File: config.mk
export PLATFORM = sky130hd
export DESIGN_NAME = cpu_stack_pointer_unit
export DESIGN_NICKNAME = d
export VERILOG_FILES = /design/src/shared/stack_pkg.sv /design/src/rtl/stack_offset_counter.sv /design/src/rtl/stack_byte_ram.sv /design/src/rtl/cpu_stack_pointer_unit.sv
export SDC_FILE = /design/constraint.sdc
export NUM_CORES = 2
export LEC_CHECK = 0
export BUFFER_PORTS_ARGS = -buffer_cell sky130_fd_sc_hd__buf_2
export CORE_ASPECT_RATIO = 0.75
export CORE_MARGIN = 2
export CORE_UTILIZATION = 47
export DETAILED_ROUTE_END_ITERATION = 8
export HOLD_SLACK_MARGIN = 0.12
export PLACE_DENSITY_LB_ADDON = 0.08
export SLEW_MARGIN = 20
export SYNTH_ARGS = -nofsm -noshare
export SYNTH_HDL_FRONTEND = slang
export SYNTH_SLANG_ARGS = --single-unit
File: constraint.sdc
create_clock -name clk -period 5.03 [get_ports clk]
set_clock_uncertainty 0.05 [all_clocks]
set_input_delay 1.006 -clock clk [delete_from_list [all_inputs] [get_ports clk]]
set_output_delay 1.006 -clock clk [all_outputs]
set_load 0.005 [all_outputs]
File: src/shared/stack_pkg.sv
// Constants for the stack pointer unit: register layout, reset values, commands.
// Assumes a single core clock domain; used by the offset counter and the unit top, not by the byte RAM.
package stack_pkg;
  // ==========================================================
  // Register map of the plain register port
  localparam logic [1:0] ADDR_POINTER_LOW = 2'h0;
  localparam logic [1:0] ADDR_POINTER_HIGH = 2'h1;
  localparam logic [1:0] ADDR_STATUS = 2'h2;
  localparam logic [1:0] ADDR_COND_CODE = 2'h3;
  // ==========================================================
  // Pointer layout and reset values
  localparam int PTR_WIDTH = 16;
  localparam logic [7:0] STACK_PAGE = 8'h01;
  localparam logic [7:0] STACK_TOP = 8'hff;
  localparam logic [15:0] POINTER_RESET = 16'h01ff;
  localparam logic [7:0] COND_CODE_RESET = 8'h28;
  localparam int PRIO_LOW_POS = 3;
  localparam int PRIO_HIGH_POS = 5;
  // ==========================================================
  // Frame lengths in bytes
  localparam logic [2:0] CALL_BYTES = 3'h2;
  localparam logic [2:0] INT_BYTES = 3'h5;
  // ==========================================================
  // Sequencer commands
  typedef enum logic [2:0] {
    CMD_NONE = 3'h0,
    CMD_PUSH = 3'h1,
    CMD_POP = 3'h2,
    CMD_CALL = 3'h3,
    CMD_RET = 3'h4,
    CMD_INT = 3'h5,
    CMD_IRET = 3'h6,
    CMD_RESET_STACK = 3'h7
  } cmd_t;
  // Frame sequencer states, Gray along the push path only
  typedef enum logic [1:0] {
    ST_IDLE = 2'b00,
    ST_PUSHING = 2'b01,
    ST_POPPING = 2'b11
  } frame_state_t;
endpackage : stack_pkg

File: src/rtl/stack_offset_counter.sv
// Low byte of the stack pointer with push, pop, load and reset.
// Assumes at most one operation per cycle from the frame sequencer.
`timescale 1ns/1ps
`default_nettype none
module stack_offset_counter (
  input wire logic clk,
  input wire logic nrst,
  input wire logic dec,
  input wire logic inc,
  input wire logic load,
  input wire logic [7:0] load_value,
  input wire logic reset_stack,
  output logic [7:0] stack_offset_bits
);
  logic [7:0] next_offset;

  always_comb begin
    next_offset = stack_offset_bits;
    if (reset_stack) begin
      next_offset = stack_pkg::STACK_TOP;
    end else if (load) begin
      next_offset = load_value;
    end else if (dec) begin
      // Wraps silently below the page bottom
      next_offset = stack_offset_bits - 8'h01;
    end else if (inc) begin
      next_offset = stack_offset_bits + 8'h01;
    end
  end

  always_ff @(posedge clk or negedge nrst) begin
    if (!nrst) begin
      stack_offset_bits <= stack_pkg::STACK_TOP;
    end else begin
      stack_offset_bits <= next_offset;
    end
  end
endmodule : stack_offset_counter
`default_nettype wire

File: src/rtl/stack_byte_ram.sv
// Byte storage for the 256-byte stack page, flip-flops addressed by offset.
// Assumes one write or one read per cycle; reads are combinational.
`timescale 1ns/1ps
`default_nettype none
module stack_byte_ram #(
  parameter int DEPTH = 256
) (
  input wire logic clk,
  input wire logic nrst,
  input wire logic we,
  input wire logic [7:0] addr,
  input wire logic [7:0] wdata,
  output logic [7:0] rdata
);
  logic [7:0] mem [DEPTH];

  assign rdata = mem[addr];

  genvar i;
  generate
    for (i = 0; i < DEPTH; i++) begin : g_cell
      always_ff @(posedge clk or negedge nrst) begin
        if (!nrst) begin
          mem[i] <= 8'h00;
        end else if (we && (addr == 8'(i))) begin
          mem[i] <= wdata;
        end
      end
    end
  endgenerate
endmodule : stack_byte_ram
`default_nettype wire

File: src/rtl/cpu_stack_pointer_unit.sv
// Stack pointer unit of an 8-bit core: pointer, stack page, frame sequencing.
// Assumes the sequencer issues one command at a time and waits while busy.
//
// Function
// - Pointer is 16 bits, addresses next free
// - Decrement after push, increment before pop
// - 256-byte stack, upper byte fixed
// - Reset and stack-reset instruction give 01FF
// - Low byte loadable and readable
// - Push below bottom wraps to top silently
// - Pop above top wraps to bottom silently
// - Calls save return address, interrupts save context
// - Push and pop instructions use same rules
// - Interrupt writes return low byte first
// - Call uses two bytes, interrupt five
// - Condition codes pushed, priority set, restored
`timescale 1ns/1ps
`default_nettype none
module cpu_stack_pointer_unit (
  input wire logic clk,
  input wire logic nrst,
  // Register port
  input wire logic [1:0] addr,
  input wire logic [7:0] wdata,
  input wire logic wr,
  input wire logic rd,
  output logic [7:0] rdata,
  // Sequencer command port
  input wire logic cmd_valid,
  input wire stack_pkg::cmd_t cmd,
  input wire logic [7:0] push_data,
  input wire logic [15:0] return_addr,
  input wire logic [7:0] acc_value,
  input wire logic [7:0] x_value,
  input wire logic [1:0] int_priority,
  output logic busy,
  output logic pop_valid,
  output logic [7:0] pop_data,
  output logic [15:0] stack_pointer,
  output logic [7:0] condition_code_reg
);
  // ==========================================================
  // State
  stack_pkg::frame_state_t state;
  stack_pkg::frame_state_t next_state;
  logic [2:0] remain;
  logic [2:0] next_remain;
  logic [39:0] frame;
  logic [39:0] next_frame;
  logic is_int;
  logic next_is_int;
  logic [7:0] cond_code;
  logic [7:0] next_cond_code;
  logic [7:0] next_rdata;
  logic [7:0] next_pop_data;
  logic next_pop_valid;
  logic [7:0] stack_offset_bits;
  logic ptr_dec;
  logic ptr_inc;
  logic ptr_load;
  logic ptr_reset;
  logic ram_we;
  logic [7:0] ram_addr;
  logic [7:0] ram_rdata;
  logic pop_phase;

  // ==========================================================
  // Pointer
  // 16-bit pointer view
  assign stack_pointer = {stack_pkg::STACK_PAGE, stack_offset_bits};
  assign condition_code_reg = cond_code;
  assign busy = (state != stack_pkg::ST_IDLE);

  stack_offset_counter u_offset (
    .clk(clk),
    .nrst(nrst),
    .dec(ptr_dec),
    .inc(ptr_inc),
    .load(ptr_load),
    .load_value(wdata),
    .reset_stack(ptr_reset),
    .stack_offset_bits(stack_offset_bits)
  );

  stack_byte_ram u_ram (
    .clk(clk),
    .nrst(nrst),
    .we(ram_we),
    .addr(ram_addr),
    .wdata(frame[7:0]),
    .rdata(ram_rdata)
  );

  // ==========================================================
  // Frame sequencer
  always_comb begin
    next_state = state;
    next_remain = remain;
    next_frame = frame;
    next_is_int = is_int;
    next_cond_code = cond_code;
    next_pop_data = pop_data;
    next_pop_valid = 1'b0;
    ptr_dec = 1'b0;
    ptr_inc = 1'b0;
    ptr_load = 1'b0;
    ptr_reset = 1'b0;
    ram_we = 1'b0;
    pop_phase = 1'b0;
    ram_addr = stack_offset_bits;
    unique case (state)
      stack_pkg::ST_IDLE: begin
        if (wr && (addr == stack_pkg::ADDR_POINTER_LOW)) begin
          ptr_load = 1'b1;
        end
        if (wr && (addr == stack_pkg::ADDR_COND_CODE)) begin
          next_cond_code = wdata;
        end
        if (cmd_valid) begin
          unique case (cmd)
            stack_pkg::CMD_PUSH: begin
              next_frame = {32'h0, push_data};
              next_remain = 3'h1;
              next_state = stack_pkg::ST_PUSHING;
            end
            stack_pkg::CMD_POP: begin
              next_remain = 3'h1;
              next_is_int = 1'b0;
              next_state = stack_pkg::ST_POPPING;
            end
            stack_pkg::CMD_CALL: begin
              next_frame = {24'h0, return_addr[15:8], return_addr[7:0]};
              next_remain = stack_pkg::CALL_BYTES;
              next_state = stack_pkg::ST_PUSHING;
            end
            stack_pkg::CMD_RET: begin
              next_remain = stack_pkg::CALL_BYTES;
              next_is_int = 1'b0;
              next_state = stack_pkg::ST_POPPING;
            end
            stack_pkg::CMD_INT: begin
              next_frame = {cond_code, acc_value, x_value, return_addr[15:8],
                return_addr[7:0]};
              next_remain = stack_pkg::INT_BYTES;
              next_is_int = 1'b1;
              next_state = stack_pkg::ST_PUSHING;
            end
            stack_pkg::CMD_IRET: begin
              next_remain = stack_pkg::INT_BYTES;
              next_is_int = 1'b1;
              next_state = stack_pkg::ST_POPPING;
            end
            stack_pkg::CMD_RESET_STACK: begin
              ptr_reset = 1'b1;
            end
            default: begin
            end
          endcase
        end
      end
      stack_pkg::ST_PUSHING: begin
        ram_we = 1'b1;
        ptr_dec = 1'b1;
        next_frame = {8'h00, frame[39:8]};
        next_remain = remain - 3'h1;
        if (remain == 3'h1) begin
          next_state = stack_pkg::ST_IDLE;
          if (is_int) begin
            next_cond_code[stack_pkg::PRIO_HIGH_POS] = int_priority[1];
            next_cond_code[stack_pkg::PRIO_LOW_POS] = int_priority[0];
          end
        end
      end
      stack_pkg::ST_POPPING: begin
        pop_phase = 1'b1;
        ptr_inc = 1'b1;
        ram_addr = stack_offset_bits + 8'h01;
        next_pop_data = ram_rdata;
        next_pop_valid = 1'b1;
        next_remain = remain - 3'h1;
        if (is_int && (remain == stack_pkg::INT_BYTES)) begin
          next_cond_code = ram_rdata;
        end
        if (remain == 3'h1) begin
          next_state = stack_pkg::ST_IDLE;
        end
      end
      default: begin
        next_state = stack_pkg::ST_IDLE;
      end
    endcase
  end

  always_ff @(posedge clk or negedge nrst) begin
    if (!nrst) begin
      state <= stack_pkg::ST_IDLE;
      remain <= 3'h0;
      frame <= 40'h0;
      is_int <= 1'b0;
      cond_code <= stack_pkg::COND_CODE_RESET;
      pop_data <= 8'h00;
      pop_valid <= 1'b0;
    end else begin
      state <= next_state;
      remain <= next_remain;
      frame <= next_frame;
      is_int <= next_is_int;
      cond_code <= next_cond_code;
      pop_data <= next_pop_data;
      pop_valid <= next_pop_valid;
    end
  end

  // ==========================================================
  // Register read port
  always_comb begin
    next_rdata = 8'h00;
    if (rd) begin
      unique case (addr)
        stack_pkg::ADDR_POINTER_LOW: next_rdata = stack_offset_bits;
        stack_pkg::ADDR_POINTER_HIGH: next_rdata = stack_pkg::STACK_PAGE;
        stack_pkg::ADDR_STATUS: next_rdata = {5'h00, remain};
        stack_pkg::ADDR_COND_CODE: next_rdata = cond_code;
        default: next_rdata = 8'h00;
      endcase
    end
  end

  always_ff @(posedge clk or negedge nrst) begin
    if (!nrst) begin
      rdata <= 8'h00;
    end else begin
      rdata <= next_rdata;
    end
  end

  // ==========================================================
  // Checks
  property p_page_fixed;
    @(posedge clk) disable iff (!nrst) stack_pointer[15:8] == 8'h01;
  endproperty
  a_page_fixed: assert property (p_page_fixed) else $error("Stack page changed");

  property p_reset_sp;
    @(posedge clk) disable iff (!nrst)
      (state == stack_pkg::ST_IDLE && cmd_valid && cmd == stack_pkg::CMD_RESET_STACK)
      |=> stack_pointer == stack_pkg::POINTER_RESET;
  endproperty
  a_reset_sp: assert property (p_reset_sp) else $error("Stack reset failed");

  property p_push_dec;
    @(posedge clk) disable iff (!nrst)
      state == stack_pkg::ST_PUSHING
      |=> stack_offset_bits == $past(stack_offset_bits) - 8'h01;
  endproperty
  a_push_dec: assert property (p_push_dec) else $error("Push did not decrement");

  property p_pop_inc;
    @(posedge clk) disable iff (!nrst)
      state == stack_pkg::ST_POPPING
      |=> stack_offset_bits == $past(stack_offset_bits) + 8'h01;
  endproperty
  a_pop_inc: assert property (p_pop_inc) else $error("Pop did not increment");

  property p_call_len;
    @(posedge clk) disable iff (!nrst)
      (state == stack_pkg::ST_IDLE && cmd_valid && cmd == stack_pkg::CMD_CALL)
      |=> (state == stack_pkg::ST_PUSHING) [*2] ##1 state == stack_pkg::ST_IDLE;
  endproperty
  a_call_len: assert property (p_call_len) else $error("Call frame length wrong");

  property p_int_len;
    @(posedge clk) disable iff (!nrst)
      (state == stack_pkg::ST_IDLE && cmd_valid && cmd == stack_pkg::CMD_INT)
      |=> (state == stack_pkg::ST_PUSHING) [*5] ##1 stack_offset_bits ==
      $past(stack_offset_bits, 6) - 8'h05;
  endproperty
  a_int_len: assert property (p_int_len) else $error("Interrupt frame wrong");

  property p_low_first;
    @(posedge clk) disable iff (!nrst)
      (state == stack_pkg::ST_IDLE && cmd_valid && cmd == stack_pkg::CMD_INT)
      |=> ram_we && ram_addr == $past(stack_offset_bits) && frame[7:0] == $past(return_addr[7:0]);
  endproperty
  a_low_first: assert property (p_low_first) else $error("Return low byte not first");

  property p_load_low;
    @(posedge clk) disable iff (!nrst)
      (state == stack_pkg::ST_IDLE && !cmd_valid && wr && addr == stack_pkg::ADDR_POINTER_LOW)
      |=> stack_offset_bits == $past(wdata);
  endproperty
  a_load_low: assert property (p_load_low) else $error("Low byte load failed");

  property p_high_read;
    @(posedge clk) disable iff (!nrst)
      (rd && addr == stack_pkg::ADDR_POINTER_HIGH) |=> rdata == 8'h01;
  endproperty
  a_high_read: assert property (p_high_read) else $error("Upper byte read wrong");
endmodule : cpu_stack_pointer_unit
`default_nettype wire

==> results.py <==
metrics = {
    "place": {
        "dpl.hpwl_um": 222900,
        "dp.cells": 10130,
        "routabilityCongestion": 0.9261,
        "port_buffers": 93,
    },
    "cells_and_area": {
        "reg_top3": "u_ram.mem x2048, frame x40",
        "area_growth_pct": 12.89,
        "top_register": "u_ram.mem",
        "nets": 7636,
        "fin_cells": 10520,
        "fillers": 17360,
        "drive_gt1_share_pct": 40.19,
        "layout.area.seq_um2": 53270,
        "largest_reg_flops": 2048,
        "multi_input_area_um2": 42010,
    },
    "synth": {
        "synth_flop_cell": "dfrtp_1",
        "syn_area_um2": 97680,
        "synthArstFlopShare_pct": 100.0,
        "postSynthAreaPerCell_um2": 13.06,
        "postSynthCellCount": 7482,
        "synth_edf_count": 0,
        "post_synth_num_cell_types": 96,
        "yosys_warnings": 0,
        "ys_seq_area_share_pct": 54.50,
        "ys_seq_elements": 2127,
    },
    "global_route": {
        "grtUsageMet3_pct": 7.292,
        "antenna_found_initial": 18,
        "grt-ovfl-total": 0,
        "grt_util_met1_pct": 48.04,
        "gr-usage-all-layers_pct": 32.13,
        "grt_pass1_wl_um": 497200,
        "gr-max-usage-layer": "met1",
        "use_met2_pct": 45.49,
        "first_global_vias": 67710,
        "grt_max_degree": 149,
    },
    "timing": {
        "fin_ws_ns": -0.07674,
        "min_period_over_period_pct": 101.5,
        "drv_slew": 0,
        "max_freq_ghz": 0.1958,
        "fin_crit_ns": 5.107,
        "rsz0062_at_grt": "false",
        "setup_viol": 2,
        "hold_viol_final": 0,
        "worst_pin_slew_ns": 1.304,
        "max_slew_margin_pct": 13.04,
    },
    "critical_path": {
        "cpPeakStageDelay_ns": 0.64,
        "startpoint_type": "flop",
        "worst_path_most_repeated_cell": "buf_4",
        "path_cells": "buf_4 -> ha_1 -> nor2b_1 -> a22oi_2 -> buf_12 -> buf_4 -> a21oi_1 -> o41ai_1 -> buf_4 -> o2111ai_1 -> a2111o_1 -> nor4_1 -> buf_4 -> o21ai_1",
        "endpoint_kind": "flop",
        "crit_path_top_delay_cell": "a22oi_2",
        "path_delay_family": "compound AO/OA/AOI/OAI gates",
        "path_buf_inv": 5,
        "arrival_ns": 5.82,
        "worstSetupPathType": "reg -> reg",
        "critPathRequiredTime_ns": 5.75,
        "path_max_fanout": 22,
    },
    "clock_tree": {
        "cts-htree-levels": 4,
        "tritoncts": "done",
        "cts.reportedPaths.clkPinSlew_ns": 0.06,
        "numCtsBuffers": 218,
        "clk_latency_ns": 0.88,
        "clockBufferDepth": 4,
        "cts_root_buf": "clkbuf_16",
        "clock_sinks": 2127,
        "post_cts_buffers": 0,
    },
    "hold_path": {
        "hp-class": "in -> async",
    },
    "die": {
        "num_rows": 144,
        "die_h_um": 398.8,
        "initial_core_util_pct": 47.43,
        "die-area_um2": 211500,
        "core_um2": 205900,
        "die_w_um": 530.4,
        "ios": 102,
    },
    "power_and_ir_drop": {
        "power_leakage_nw": 51.33,
        "p_per_area_nw_per_um2": 647.4,
        "p_total_mw": 71.40,
        "ir_worst_vdd_uv": 704.1,
    },
    "detailed_routing": {
        "vias": 68430,
        "drc": 0,
        "routed_wl_um": 341400,
        "first_pass_iters": 8,
        "wl_per_cell_um": 32.47,
        "vias_per_cell": 6.508,
        "ant_nets": 0,
        "drt_iter0_drc": 7185,
    },
    "flow_run": {
        "maxCapViolations": 0,
    },
    "run_status": {
        "status": "finished, violations left",
        "violations": "negative setup slack",
    },
}
==> metrics by stage <==
| step | setup TNS, ns | instance area [um^2] | utilization [%] | hold slack [ns] | setup WS (ns) |
|---|---|---|---|---|---|
| 3_3_place_gp | -2.653 | 103200 | 50.10 | 0.4022 | -0.6138 |
| 2_1_floorplan | 0 | 97710 | - | 0.3887 | 1.118 |
| 6_report | -0.1130 | 110300 | 53.55 | 0.1716 | -0.07674 |
| 3_5_place_dp | -1.103 | 103200 | 50.10 | 0.4061 | -0.3186 |
| 5_1_grt | 0 | 110300 | 53.55 | 0.1997 | 0.01003 |
| 4_1_cts | 0 | 110200 | 53.53 | 0.1828 | 0.009416 |
==> layer usage <==
metal | share of wire (%) | wire (um)
met5 | 0.036 | 124
met4 | 4.0 | 13750
met3 | 8.4 | 28700
met2 | 42 | 143900
met1 | 45 | 154900
==> synthesized netlist by cell type (28+ instances only) <==
library cell     n  area share, %
a211oi_1        30           0.23
a21oi_1        321            1.6
a22oi_1        614            4.7
a31oi_1         28           0.18
and3_1          40           0.26
buf_1           56           0.22
buf_2          181           0.93
buf_4           45           0.35
clkbuf_1       335            1.3
dfrtp_1       2117             54
mux2_1          36           0.42
mux2_2        2012             23
mux2i_1        161            1.6
mux4_2          85            2.0
nand2_1        392            1.5
nand3_1        102           0.52
nand4_1         32           0.20
nor2_1          99           0.38
nor2_2          57           0.37
nor2_4          39           0.45
o21ai_0        133           0.68
o22ai_1        177            1.1
o41ai_1         56           0.50
==> layout make-up <==
type                       count  area share [%]
timing repair buffer         485           4.035
sequential                  2127           48.31
clock inverter                46          0.3835
clock buffer                 342           5.989
inverter                      11         0.03744
tap                         2774           3.147
antenna                        2        0.004538
multi-input combinational   4729           38.10
==> cell families (layout without fill, tap and decap cells) <==
kind of cell / after synthesis / after routing / synth area share, %
AND/OR/NAND/NOR: 878 / 878 / 4.520
multiplexers: 2294 / 2294 / 27.22
buffers and inverters: 632 / 884 / 2.864
flip-flops: 2127 / 2127 / 54.50
XOR/XNOR: 14 / 14 / 0.1409
adder cells (fa/ha/maj): 4 / 4 / 0.05124
AO/OA/AOI/OAI: 1531 / 1531 / 10.70
other: 2 / 10 / 0.007688
==> report_power, final <==
part,internal (mW),switching (mW)
combinational,10.3,19.0
sequential,22.4,3.47
clock,9.27,7.00
==> final timing paths <==
path	from	end	slack, ns	cells past startpoint
max in group asynchronous	nrst	u_ram.mem[108]	3.38	2
worst max register to register	u_offset.stack_offset_bits[0]	condition_code_reg[7]	-0.08	14
worst min register to register	frame[39]	frame[39]	0.42	2
worst min-delay path	nrst	u_ram.mem[1298]	0.17	1
min in group clk	wdata[5]	u_offset.stack_offset_bits[5]	0.32	3
worst max-delay path	u_offset.stack_offset_bits[0]	condition_code_reg[7]	-0.08	14
==> timing repair <==
item,in CTS,in global routing
gates resized for setup,6,7
hold buffers,0,0
endpoints found under the setup margin,8,10
==> cell usage in the layout (no fill, tap or decap), types with 27 or more instances in the layout <==
cell       synthesis  final
mux2i_1          161    161
clkbuf_16          0    221
a22oi_1          614    613
buf_4             45    310
nor2_4            39     41
a31oi_1           28     28
and3_1            40     39
mux2_1            36     36
clkbuf_1         335     59
a211oi_1          30     30
clkinv_2           0     34
mux4_2            85     85
o22ai_1          177    174
o41ai_1           56     51
nand2_1          392    391
a311oi_1          27     27
nand3_1          102     99
nor2_2            57     62
buf_2            181     92
a21oi_1          321    319
mux2_2          2012   2012
nand4_1           32     32
dfrtp_1         2117   2109
nor2_1            99     92
buf_12             0     83
o21ai_0          133    130
clkbuf_8           0     62
Note: power is estimated with default switching activity, not from simulation.
